[config.mk]
export PLATFORM = sky130hd
export DESIGN_NAME = pbm_basic_mode_control
export DESIGN_NICKNAME = d
export VERILOG_FILES = /design/src/hdl/pbm_pkg.sv /design/src/hdl/pbm_basic_mode_control.sv /design/src/hdl/pbm_sync3.sv
export SDC_FILE = /design/constraint.sdc
export NUM_CORES = 1
export LEC_CHECK = 0
export ABC_AREA = 1
export BUFFER_PORTS_ARGS = -buffer_cell sky130_fd_sc_hd__buf_2
export CAP_MARGIN = 20
export CORE_UTILIZATION = 40
export CTS_CLUSTER_DIAMETER = 30
export CTS_CLUSTER_SIZE = 20
export DETAILED_ROUTE_END_ITERATION = 16
export PLACE_DENSITY = 0.7
export SLEW_MARGIN = 20
export SYNTH_ARGS = -nofsm -noshare
export SYNTH_HDL_FRONTEND = slang
export SYNTH_SLANG_ARGS = --single-unit
[constraint.sdc]
create_clock -name clk -period 1.7 [get_ports clk]
set_input_delay 0.255 -clock clk [delete_from_list [all_inputs] [get_ports clk]]
set_output_delay 0.255 -clock clk [all_outputs]
set_load 0.01 [all_outputs]
[src/hdl/pbm_pkg.sv]
// Purpose: shared constants for the basic mode control register block
// Assumes: 10 MHz clock, APB register access, one 16-bit register at offset 0x00
// Notes: bit positions, reset counts and timing figures are defined once here
package pbm_pkg;

   // ------------------------------------------------------------------
   // clock and timing
   // ------------------------------------------------------------------
   localparam int CLK_PERIOD_NS = 100;
   localparam int DEAD_TIME_US = 500;
   // loopback dead time in clock cycles (longest time, rounds down)
   localparam int DEAD_TIME_CYCLES = (DEAD_TIME_US * 1000) / CLK_PERIOD_NS;
   localparam int SOFT_RESET_CYCLES = 16;
   localparam logic [4:0] SOFT_RESET_LOAD = 5'(SOFT_RESET_CYCLES - 1);
   localparam int COL_ASSERT_BIT_TIMES = 512;
   localparam int COL_DEASSERT_BIT_TIMES = 4;
   localparam int BIT_TIME_100_NS = 10;
   // longest collision delays in cycles, never below one cycle
   localparam int COL_ASSERT_CYCLES =
      (COL_ASSERT_BIT_TIMES * BIT_TIME_100_NS / CLK_PERIOD_NS < 1) ? 1 :
      COL_ASSERT_BIT_TIMES * BIT_TIME_100_NS / CLK_PERIOD_NS;
   localparam int COL_DEASSERT_CYCLES =
      (COL_DEASSERT_BIT_TIMES * BIT_TIME_100_NS / CLK_PERIOD_NS < 1) ? 1 :
      COL_DEASSERT_BIT_TIMES * BIT_TIME_100_NS / CLK_PERIOD_NS;

   // ------------------------------------------------------------------
   // register map
   // ------------------------------------------------------------------
   localparam logic [11:0] BASIC_MODE_CONTROL_ADDR = 12'h000;
   localparam int SOFT_RESET_BIT = 15;
   localparam int LOOPBACK_BIT = 14;
   localparam int SPEED_BIT = 13;
   localparam int AN_ENABLE_BIT = 12;
   localparam int POWER_DOWN_BIT = 11;
   localparam int ISOLATE_BIT = 10;
   localparam int AN_RESTART_BIT = 9;
   localparam int DUPLEX_BIT = 8;
   localparam int COL_TEST_BIT = 7;
   localparam logic [6:0] RESERVED_LOW_VALUE = 7'h00;
   localparam logic [31:0] PRDATA_ZERO = 32'h0000_0000;

   // ------------------------------------------------------------------
   // synchroniser lanes: straps and power down pin
   // ------------------------------------------------------------------
   localparam int SYNC_W = 5;
   localparam int SYNC_SPEED = 0;
   localparam int SYNC_DUPLEX = 1;
   localparam int SYNC_AN = 2;
   localparam int SYNC_FIBER = 3;
   localparam int SYNC_PD_B = 4;
   // pin reset levels: straps low, power down pin idle high
   localparam logic [4:0] SYNC_RESET_VALUE = 5'h10;

endpackage : pbm_pkg

[src/hdl/pbm_basic_mode_control.sv]
// Purpose: basic mode control register of a 10/100 transceiver, APB slave
// Assumes: MII transmit and phy receive signals are produced on clk
// Notes: negotiation engine and analog path sit outside this block
// Functional notes
// - writing one to bit 15 starts a reset; reads one until done, then clears
// - soft reset reloads configuration from the synchronised strap pins like a hardware reset
// - loopback bit 14 routes transmit data back onto the receive path
// - after loopback is enabled, receive valid is withheld for about 500 us
// - bit 13 picks 100 Mb/s when one, 10 Mb/s when zero; strap initial
// - negotiation enable bit 12 starts from a strap and stays writable
// - with fiber mode strapped, negotiation enable resets to zero
// - negotiation on ignores speed and duplex bits; off, they decide
// - power down bit 11 stops the transceiver; registers keep working
// - power down is bit OR low pin; low pin also sets the bit
// - isolate bit 10 cuts the port from the MII, management stays
// - writing one to restart bit 9 restarts negotiation from its start
// - restart write of one is ignored while negotiation enable is zero
// - restart bit reads one until negotiation is initiated, then clears
// - writing zero to a set restart bit does not affect negotiation
// - duplex bit 8 picks full when one, half when zero; strap initial
// - collision test bit 7 raises COL within 512 bit times of TX_EN
// - in collision test COL drops within 4 bit times of TX_EN falling; here one clock later, 10 bit times at 100 Mb/s
// - bits 6 to 0 ignore writes and read as zero
//
// The APB register port was chosen for this implementation.
`timescale 1ns/1ps
module pbm_basic_mode_control
   import pbm_pkg::*;
#(
   parameter int DEAD_CYCLES = DEAD_TIME_CYCLES
)
(
   // clock and reset
   input wire logic clk,
   input wire logic rst_b,
   // apb slave
   input wire logic psel,
   input wire logic penable,
   input wire logic pwrite,
   input wire logic [11:0] paddr,
   input wire logic [31:0] pwdata,
   input wire logic [3:0] pstrb,
   output logic [31:0] prdata,
   output logic pready,
   output logic pslverr,
   // straps and power down pin
   input wire logic strap_speed_100,
   input wire logic strap_full_duplex,
   input wire logic strap_an_enable,
   input wire logic fiber_mode_enable,
   input wire logic power_down_request_pin_b,
   // negotiation engine
   input wire logic an_initiated,
   input wire logic an_speed_100,
   input wire logic an_full_duplex,
   output logic an_enable,
   output logic an_restart,
   // port control
   output logic speed_100,
   output logic full_duplex,
   output logic power_down,
   output logic isolate,
   output logic soft_reset_active,
   // mii transmit from mac
   input wire logic [3:0] mii_txd,
   input wire logic mii_tx_en,
   // receive path and collision from the line side
   input wire logic [3:0] phy_rxd,
   input wire logic phy_rx_dv,
   input wire logic phy_col,
   // mii receive towards mac
   output logic [3:0] mii_rxd,
   output logic mii_rx_dv,
   output logic mii_col
);

   // ------------------------------------------------------------------
   // state
   // ------------------------------------------------------------------
   typedef struct packed
   {
      logic rst_busy;
      logic [4:0] rst_cnt;
      logic loop;
      logic speed;
      logic an_en;
      logic pdown;
      logic iso;
      logic restart;
      logic duplex;
      logic coltest;
      logic [15:0] dead_cnt;
      logic [3:0] rxd;
      logic rx_dv;
      logic col;
      logic speed_eff;
      logic duplex_eff;
      logic pdown_eff;
      logic [15:0] rdata;
   } pbm_state_t;

   pbm_state_t q;
   pbm_state_t d;
   logic [SYNC_W-1:0] pins_s;
   logic wr_en;
   logic rd_setup;
   logic addr_hit;
   logic restart_set;

   // ------------------------------------------------------------------
   // helpers
   // ------------------------------------------------------------------
   // reload strap bits and clear the rest of the control bits
   function automatic pbm_state_t load_straps(input pbm_state_t s,
                                              input logic [SYNC_W-1:0] p);
      pbm_state_t r;
      r = s;
      r.loop = 1'b0;
      r.pdown = 1'b0;
      r.iso = 1'b0;
      r.restart = 1'b0;
      r.coltest = 1'b0;
      r.speed = p[SYNC_SPEED];
      r.duplex = p[SYNC_DUPLEX];
      r.an_en = p[SYNC_AN] & ~p[SYNC_FIBER];
      return r;
   endfunction : load_straps

   // register image as software sees it
   function automatic logic [15:0] reg_image(input pbm_state_t s);
      logic [15:0] v;
      v = {s.rst_busy, s.loop, s.speed, s.an_en, s.pdown, s.iso, s.restart,
           s.duplex, s.coltest, RESERVED_LOW_VALUE};
      return v;
   endfunction : reg_image

   // ------------------------------------------------------------------
   // pin synchroniser
   // ------------------------------------------------------------------
   pbm_sync3 #(
      .W(SYNC_W),
      .RST_VAL(SYNC_RESET_VALUE)
   ) u_sync (
      .clk(clk),
      .rst_b(rst_b),
      .pin_in({power_down_request_pin_b, fiber_mode_enable, strap_an_enable,
               strap_full_duplex, strap_speed_100}),
      .level_out(pins_s)
   );

   // ------------------------------------------------------------------
   // bus decode
   // ------------------------------------------------------------------
   // zero wait states; unmapped words answer with an error
   assign addr_hit = (paddr[11:2] == BASIC_MODE_CONTROL_ADDR[11:2]);
   assign wr_en = psel & penable & pwrite & addr_hit;
   assign rd_setup = psel & ~penable;
   assign restart_set = wr_en & pstrb[1] & ~q.rst_busy & pwdata[AN_RESTART_BIT]
                        & pwdata[AN_ENABLE_BIT];

   // ------------------------------------------------------------------
   // next state
   // ------------------------------------------------------------------
   always_comb
   begin
      d = q;
      // reset sequencing, hardware or soft
      if (q.rst_busy)
      begin
         d.rst_cnt = q.rst_cnt - 5'h01;
         if (q.rst_cnt == 5'h00)
         begin
            d = load_straps(q, pins_s);
            d.rst_busy = 1'b0;
            d.rst_cnt = 5'h00;
         end
      end
      else if (wr_en)
      begin
         // high byte lane holds bits 15..8
         if (pstrb[1])
         begin
            if (pwdata[SOFT_RESET_BIT])
            begin
               d.rst_busy = 1'b1;
               d.rst_cnt = SOFT_RESET_LOAD;
            end
            d.loop = pwdata[LOOPBACK_BIT];
            d.speed = pwdata[SPEED_BIT];
            d.an_en = pwdata[AN_ENABLE_BIT];
            d.pdown = pwdata[POWER_DOWN_BIT];
            d.iso = pwdata[ISOLATE_BIT];
            d.duplex = pwdata[DUPLEX_BIT];
         end
         // low byte lane holds bit 7; bits 6..0 ignored
         if (pstrb[0])
         begin
            d.coltest = pwdata[COL_TEST_BIT];
         end
      end
      // restart: zero writes ignored, set wins over completion
      if (restart_set)
      begin
         d.restart = 1'b1;
      end
      else if (q.restart && an_initiated)
      begin
         d.restart = 1'b0;
      end
      // low pin forces the power down bit
      if (!pins_s[SYNC_PD_B] && !q.rst_busy)
      begin
         d.pdown = 1'b1;
      end
      // dead time after loopback is switched on
      if (d.loop && !q.loop)
      begin
         d.dead_cnt = 16'(DEAD_CYCLES);
      end
      else if (q.dead_cnt != 16'h0000)
      begin
         d.dead_cnt = q.dead_cnt - 16'h0001;
      end
      // receive path and collision
      if (q.iso || q.pdown_eff)
      begin
         d.rxd = 4'h0;
         d.rx_dv = 1'b0;
         d.col = 1'b0;
      end
      else
      begin
         if (q.loop)
         begin
            d.rxd = mii_txd;
            d.rx_dv = mii_tx_en & (q.dead_cnt == 16'h0000);
         end
         else
         begin
            d.rxd = phy_rxd;
            d.rx_dv = phy_rx_dv;
         end
         d.col = q.coltest ? mii_tx_en : phy_col;
      end
      // effective speed, duplex and power
      d.speed_eff = q.an_en ? an_speed_100 : q.speed;
      d.duplex_eff = q.an_en ? an_full_duplex : q.duplex;
      d.pdown_eff = q.pdown | ~pins_s[SYNC_PD_B];
      // read data captured in the setup cycle
      if (rd_setup)
      begin
         d.rdata = addr_hit ? reg_image(q) : 16'h0000;
      end
   end

   // ------------------------------------------------------------------
   // state register
   // ------------------------------------------------------------------
   // hardware reset enters the same sequence a soft reset uses
   always_ff @(posedge clk or negedge rst_b)
   begin
      if (!rst_b)
      begin
         q <= '0;
         q.rst_busy <= 1'b1;
         q.rst_cnt <= SOFT_RESET_LOAD;
      end
      else
      begin
         q <= d;
      end
   end

   // ------------------------------------------------------------------
   // outputs
   // ------------------------------------------------------------------
   assign prdata = {PRDATA_ZERO[31:16], q.rdata};
   assign pready = 1'b1;
   assign pslverr = psel & penable & ~addr_hit;
   assign an_enable = q.an_en;
   assign an_restart = q.restart;
   assign speed_100 = q.speed_eff;
   assign full_duplex = q.duplex_eff;
   assign power_down = q.pdown_eff;
   assign isolate = q.iso;
   assign soft_reset_active = q.rst_busy;
   assign mii_rxd = q.rxd;
   assign mii_rx_dv = q.rx_dv;
   assign mii_col = q.col;

   // ------------------------------------------------------------------
   // checks
   // ------------------------------------------------------------------
   reset_self_clear_a: assert property (
      @(posedge clk) disable iff (!rst_b)
      $rose(q.rst_busy) |-> q.rst_busy [*8] ##[1:9] !q.rst_busy)
      else $error("soft reset bit did not self clear in time");

   restart_ignored_a: assert property (
      @(posedge clk) disable iff (!rst_b)
      (wr_en && pstrb[1] && !pwdata[AN_ENABLE_BIT] && !q.restart) |=> !q.restart)
      else $error("restart accepted while negotiation disabled");

   restart_hold_a: assert property (
      @(posedge clk) disable iff (!rst_b)
      (q.restart && !an_initiated && !q.rst_busy) |=> q.restart)
      else $error("restart bit cleared before negotiation started");

   pin_sets_pdown_a: assert property (
      @(posedge clk) disable iff (!rst_b)
      (!pins_s[SYNC_PD_B] && !q.rst_busy) |=> (q.pdown && power_down))
      else $error("power down pin did not set the bit");

   col_follow_a: assert property (
      @(posedge clk) disable iff (!rst_b)
      (q.coltest && !q.iso && !q.pdown_eff) |=> (mii_col == $past(mii_tx_en)))
      else $error("collision test output does not follow transmit enable");

   reserved_zero_a: assert property (
      @(posedge clk) disable iff (!rst_b)
      prdata[6:0] == RESERVED_LOW_VALUE)
      else $error("reserved bits read nonzero");

   loop_dead_a: assert property (
      @(posedge clk) disable iff (!rst_b)
      ($rose(q.loop) && DEAD_CYCLES > 8) |=> !mii_rx_dv [*8])
      else $error("receive valid during loopback dead time");

   forced_speed_a: assert property (
      @(posedge clk) disable iff (!rst_b)
      !q.an_en |=> (speed_100 == $past(q.speed) && full_duplex == $past(q.duplex)))
      else $error("forced speed or duplex not applied");

   isolate_quiet_a: assert property (
      @(posedge clk) disable iff (!rst_b)
      q.iso |=> (!mii_rx_dv && !mii_col && mii_rxd == 4'h0))
      else $error("mii outputs active while isolated");

   loop_echo_a: assert property (
      @(posedge clk) disable iff (!rst_b)
      (q.loop && !q.iso && !q.pdown_eff) |=> (mii_rxd == $past(mii_txd)))
      else $error("loopback data not routed to receive path");

endmodule : pbm_basic_mode_control

[src/hdl/pbm_sync3.sv]
// Purpose: three-flop synchroniser for pin inputs
// Assumes: inputs are asynchronous to clk
// Notes: output changes only once the second and third flops agree
`timescale 1ns/1ps
module pbm_sync3
   import pbm_pkg::*;
#(
   parameter int W = SYNC_W,
   parameter logic [SYNC_W-1:0] RST_VAL = SYNC_RESET_VALUE
)
(
   // clock and reset
   input wire logic clk,
   input wire logic rst_b,
   // pins in, filtered level out
   input wire logic [W-1:0] pin_in,
   output logic [W-1:0] level_out
);

   typedef struct packed
   {
      logic [W-1:0] s1;
      logic [W-1:0] s2;
      logic [W-1:0] s3;
      logic [W-1:0] lvl;
   } pbm_sync_t;

   pbm_sync_t q;
   pbm_sync_t d;

   // shift chain; first flop feeds only the second
   always_comb
   begin
      d = q;
      d.s1 = pin_in;
      d.s2 = q.s1;
      d.s3 = q.s2;
      for (int i = 0; i < W; i++)
      begin
         if (q.s2[i] == q.s3[i])
         begin
            d.lvl[i] = q.s3[i];
         end
      end
   end

   // state register
   always_ff @(posedge clk or negedge rst_b)
   begin
      if (!rst_b)
      begin
         q <= {4{RST_VAL[W-1:0]}};
      end
      else
      begin
         q <= d;
      end
   end

   assign level_out = q.lvl;

endmodule : pbm_sync3

==> results.sh <==
export IMPL_switching_share=0.233
export IMPL_multi_input_comb_area_um2=1180
export IMPL_cts_htree_levels=3
export IMPL_power_frac_clock=0.421
export IMPL_fin_skew_ns=0.0142
export IMPL_critical_path_max_fanout=7
export IMPL_top_level_ports=119
export IMPL_port_buffer_count=67
export IMPL_timing_worst_slew_pin_value_ns=0.538
export IMPL_min_period_over_period=0.911
export IMPL_filler_cell_count=742
export IMPL_synth_area_per_cell_um2=8.81
export IMPL_cts_buffers_inserted=9
export IMPL_hp_class="input pin to flip-flop"
export IMPL_fin_util=0.497
export IMPL_std_cell_rows=32
export IMPL_core_um2=7890
export IMPL_first_global_vias=2461
export IMPL_timing_critical_path_from_type="flip-flop"
export IMPL_clkLatencyLatePin_ns=0.34
export IMPL_synth_distinct_cells=35
export IMPL_grt_setup_unrepaired="false"
export IMPL_drt_antenna_violating_nets=0
export IMPL_dp_hpwl_mm=4.46
export IMPL_detailroute_via_count=2513
export IMPL_timing_critical_path_max_delay_family="simple AND/OR/NAND/NOR gates"
export IMPL_layout_cells_most_common="sky130_fd_sc_hd__nand2_1"
export IMPL_mostFrequentLayoutCells="97 x sky130_fd_sc_hd__nand2_1, 67 x sky130_fd_sc_hd__buf_2, 59 x sky130_fd_sc_hd__dfrtp_1"
export IMPL_grt_first_pass_wirelength_mm=10.7
export IMPL_post_route_cell_area_um2=3920
export IMPL_initial_core_util=0.420
export IMPL_drt_wirelength_per_cell_um=11.0
export IMPL_final_critical_path_required_period_ns=1.55
export IMPL_synth_sequential_area_ratio=0.517
export IMPL_cts_path_max_buffers=2
export IMPL_postSynthRegisterBits=68
export IMPL_clock_tree_from_tritoncts="yes"
export IMPL_tns_ns=0
export IMPL_die_x_um=93.0
export IMPL_slew_headroom=0.641
export IMPL_timing_final_max_slew_violations=0
export IMPL_switching_power_mw=0.797
export IMPL_worst_path_most_repeated_cell="sky130_fd_sc_hd__nand2_1"
export IMPL_hold_viol=0
export IMPL_antenna_found_initial=1
export IMPL_totalWireLength_mm=6.16
export IMPL_worst_endpoint_required_ns=1.91
export IMPL_power_density_nw_per_um2=873
export IMPL_synth_area_leader_cell="sky130_fd_sc_hd__dfrtp_1"
export IMPL_worst_path_max_delay_cell="sky130_fd_sc_hd__dfrtp_1"
export IMPL_cts_root_buf="sky130_fd_sc_hd__clkbuf_8"
export IMPL_crit_path_max_incr_delay_ns=0.40
export IMPL_place_gp_congestion=0.847
export IMPL_sink_count_of_the_clock_tree=68
export IMPL_netlist_area_um2=3310
export IMPL_detail_route_iter0_violations=96
export IMPL_power_leakage_nw=2.05
export IMPL_post_synth_main_area_contributors="sky130_fd_sc_hd__dfrtp_1 45%, sky130_fd_sc_hd__nand2_1 11%, sky130_fd_sc_hd__buf_4 8.4%, sky130_fd_sc_hd__dfstp_2 7.1%, sky130_fd_sc_hd__inv_1 5.8%"
export IMPL_irDropWorstVdd_uv=403
export IMPL_worst_path_buf_inv=2
export IMPL_grt_overflow=0
export IMPL_full_die_area_um2=8650
export IMPL_worstPathArrival_ns=1.76
export IMPL_drv_max_cap_violation_count=0
export IMPL_detail_route_drc_violations=0
export IMPL_yosys_warnings=0
export IMPL_maximum_number_of_pins_on_one_net_before_global_route_repair=69
export IMPL_clkTransAtPathRegs_ns=0.08
export IMPL_grt_usage=0.157
export IMPL_synth_top_cell_area_share=0.445
export IMPL_dpl_cell_area_um2=3630
export IMPL_drive_above_1_share=0.244
export IMPL_fmax_mhz=646
export IMPL_area_growth_syn_to_layout_pct=18.2
export IMPL_die_h_um=93.0
export IMPL_p_int_mw=2.62
export IMPL_post_drt_via_cell_ratio=4.50
export IMPL_path_cells="inv_1 -> ha_1 -> nand2_1 -> nor2_1 -> nand3_2 -> buf_4 -> nand3_1 -> xor2_1 -> nand2_1"
export IMPL_finalSetupViolations=0
export IMPL_postSynthCellCount=376
export IMPL_criticalPathCategory="flip-flop to flip-flop"
export IMPL_comb_power_share=0.073
export IMPL_drtPass1Iterations=4
export IMPL_seq_power_share=0.505
export IMPL_timing_critical_path_to_type="flip-flop"
export IMPL_status="complete, no violations"
export IMPL_post_layout_nets=525
export IMPL_seqCellArea_um2=1710
[metal layers]
layer / GRT usage / share of wire
met1: 0.189 / 0.45
met2: 0.255 / 0.47
met3: 0.0496 / 0.057
met4: 0.0744 / 0.020
met5: 0 / 0
[metrics by stage]
step                      setup WS (ns)  hold slack [ns]  power (mW)  cells
after CTS                         0.105         0.000221        3.47    553
after detailed placement         0.0761            0.304        2.00    535
after floorplan                   0.263          -0.0406        1.91    398
after global placement            0.120            0.299        1.99    535
after global routing             0.0192           0.0648        3.60    557
final                             0.152           0.0875        3.42    558
[Yosys cell counts]
library cell	n
sky130_fd_sc_hd__a21oi_1	6
sky130_fd_sc_hd__and2_1	1
sky130_fd_sc_hd__buf_2	1
sky130_fd_sc_hd__buf_4	37
sky130_fd_sc_hd__buf_6	2
sky130_fd_sc_hd__clkbuf_1	1
sky130_fd_sc_hd__clkinv_1	1
sky130_fd_sc_hd__conb_1	2
sky130_fd_sc_hd__dfrtp_1	59
sky130_fd_sc_hd__dfstp_2	9
sky130_fd_sc_hd__ha_1	3
sky130_fd_sc_hd__inv_1	51
sky130_fd_sc_hd__maj3_1	5
sky130_fd_sc_hd__nand2_1	97
sky130_fd_sc_hd__nand3_1	23
sky130_fd_sc_hd__nand3_2	1
sky130_fd_sc_hd__nand3_4	1
sky130_fd_sc_hd__nand3b_1	2
sky130_fd_sc_hd__nand4_1	5
sky130_fd_sc_hd__nand4_4	1
sky130_fd_sc_hd__nor2_1	29
sky130_fd_sc_hd__nor2_2	2
sky130_fd_sc_hd__nor2_4	1
sky130_fd_sc_hd__nor2_8	1
sky130_fd_sc_hd__nor3_1	2
sky130_fd_sc_hd__nor3_2	1
sky130_fd_sc_hd__nor3b_1	1
sky130_fd_sc_hd__nor4_1	1
sky130_fd_sc_hd__o211ai_1	3
sky130_fd_sc_hd__o21ai_0	10
sky130_fd_sc_hd__o31ai_1	9
sky130_fd_sc_hd__or2_1	1
sky130_fd_sc_hd__or2_2	1
sky130_fd_sc_hd__xnor2_1	1
sky130_fd_sc_hd__xor2_1	5
[sequential cells by signal, indices dropped and copies added, names as in the netlist]
signal,count
prdata,9
u_sync.q,5
u_sync.d,10
soft_reset_active,1
an_restart,1
power_down,1
isolate,1
q,26
mii_rxd,4
mii_rx_dv,1
mii_col,1
an_enable,1
full_duplex,1
u_sync.level_out,5
speed_100,1
[power groups by stage]
stage / Sequential, mW / Clock, mW / Combinational (mW)
final: 1.73 / 1.44 / 0.251
after detailed placement: 1.76 / 0 / 0.244
after global placement: 1.76 / 0 / 0.238
after global routing: 1.74 / 1.57 / 0.292
after CTS: 1.73 / 1.49 / 0.248
after floorplan: 1.75 / 0 / 0.162
[worst paths after layout]
kind	start	endpoint	slack [ns]	cells past startpoint
min reg2reg	u_sync.d[13]	u_sync.d[8]	0.35	0
max in group asynchronous	rst_b	soft_reset_active	0.92	3
max	q[26]	q[33]	0.15	9
max reg2reg	q[26]	q[33]	0.15	9
min	an_initiated	an_restart	0.09	2
min in group asynchronous	rst_b	q[42]	0.44	3
[cells by family after synthesis]
| kind of cell | Yosys count | synth area share |
|---|---|---|
| fa+ha+maj | 8 | 0.0264 |
| simple gates | 171 | 0.235 |
| flops | 68 | 0.517 |
| compound gates | 28 | 0.0513 |
| buf+inv | 93 | 0.152 |
| xor+xnor | 6 | 0.0159 |
| other cells | 2 | 0.00227 |
[final cells by class]
cell class,count,area share
flip-flops and latches,68,0.437
multi-input cells,237,0.303
repair buffers,82,0.121
inverters,52,0.0498
clock buffers,11,0.0335
well taps,102,0.0326
clock inverters,5,0.0220
diodes,1,0.000639
[timing repair]
item | in CTS | in global routing
hold buffers | 2 | 4
endpoints found under the setup margin | 0 | 6
setup buffers | 0 | 0
gates resized for setup | 0 | 3
endpoints found under the hold margin | 60 | 4
No activity file was read; power rests on OpenSTA's default activity.
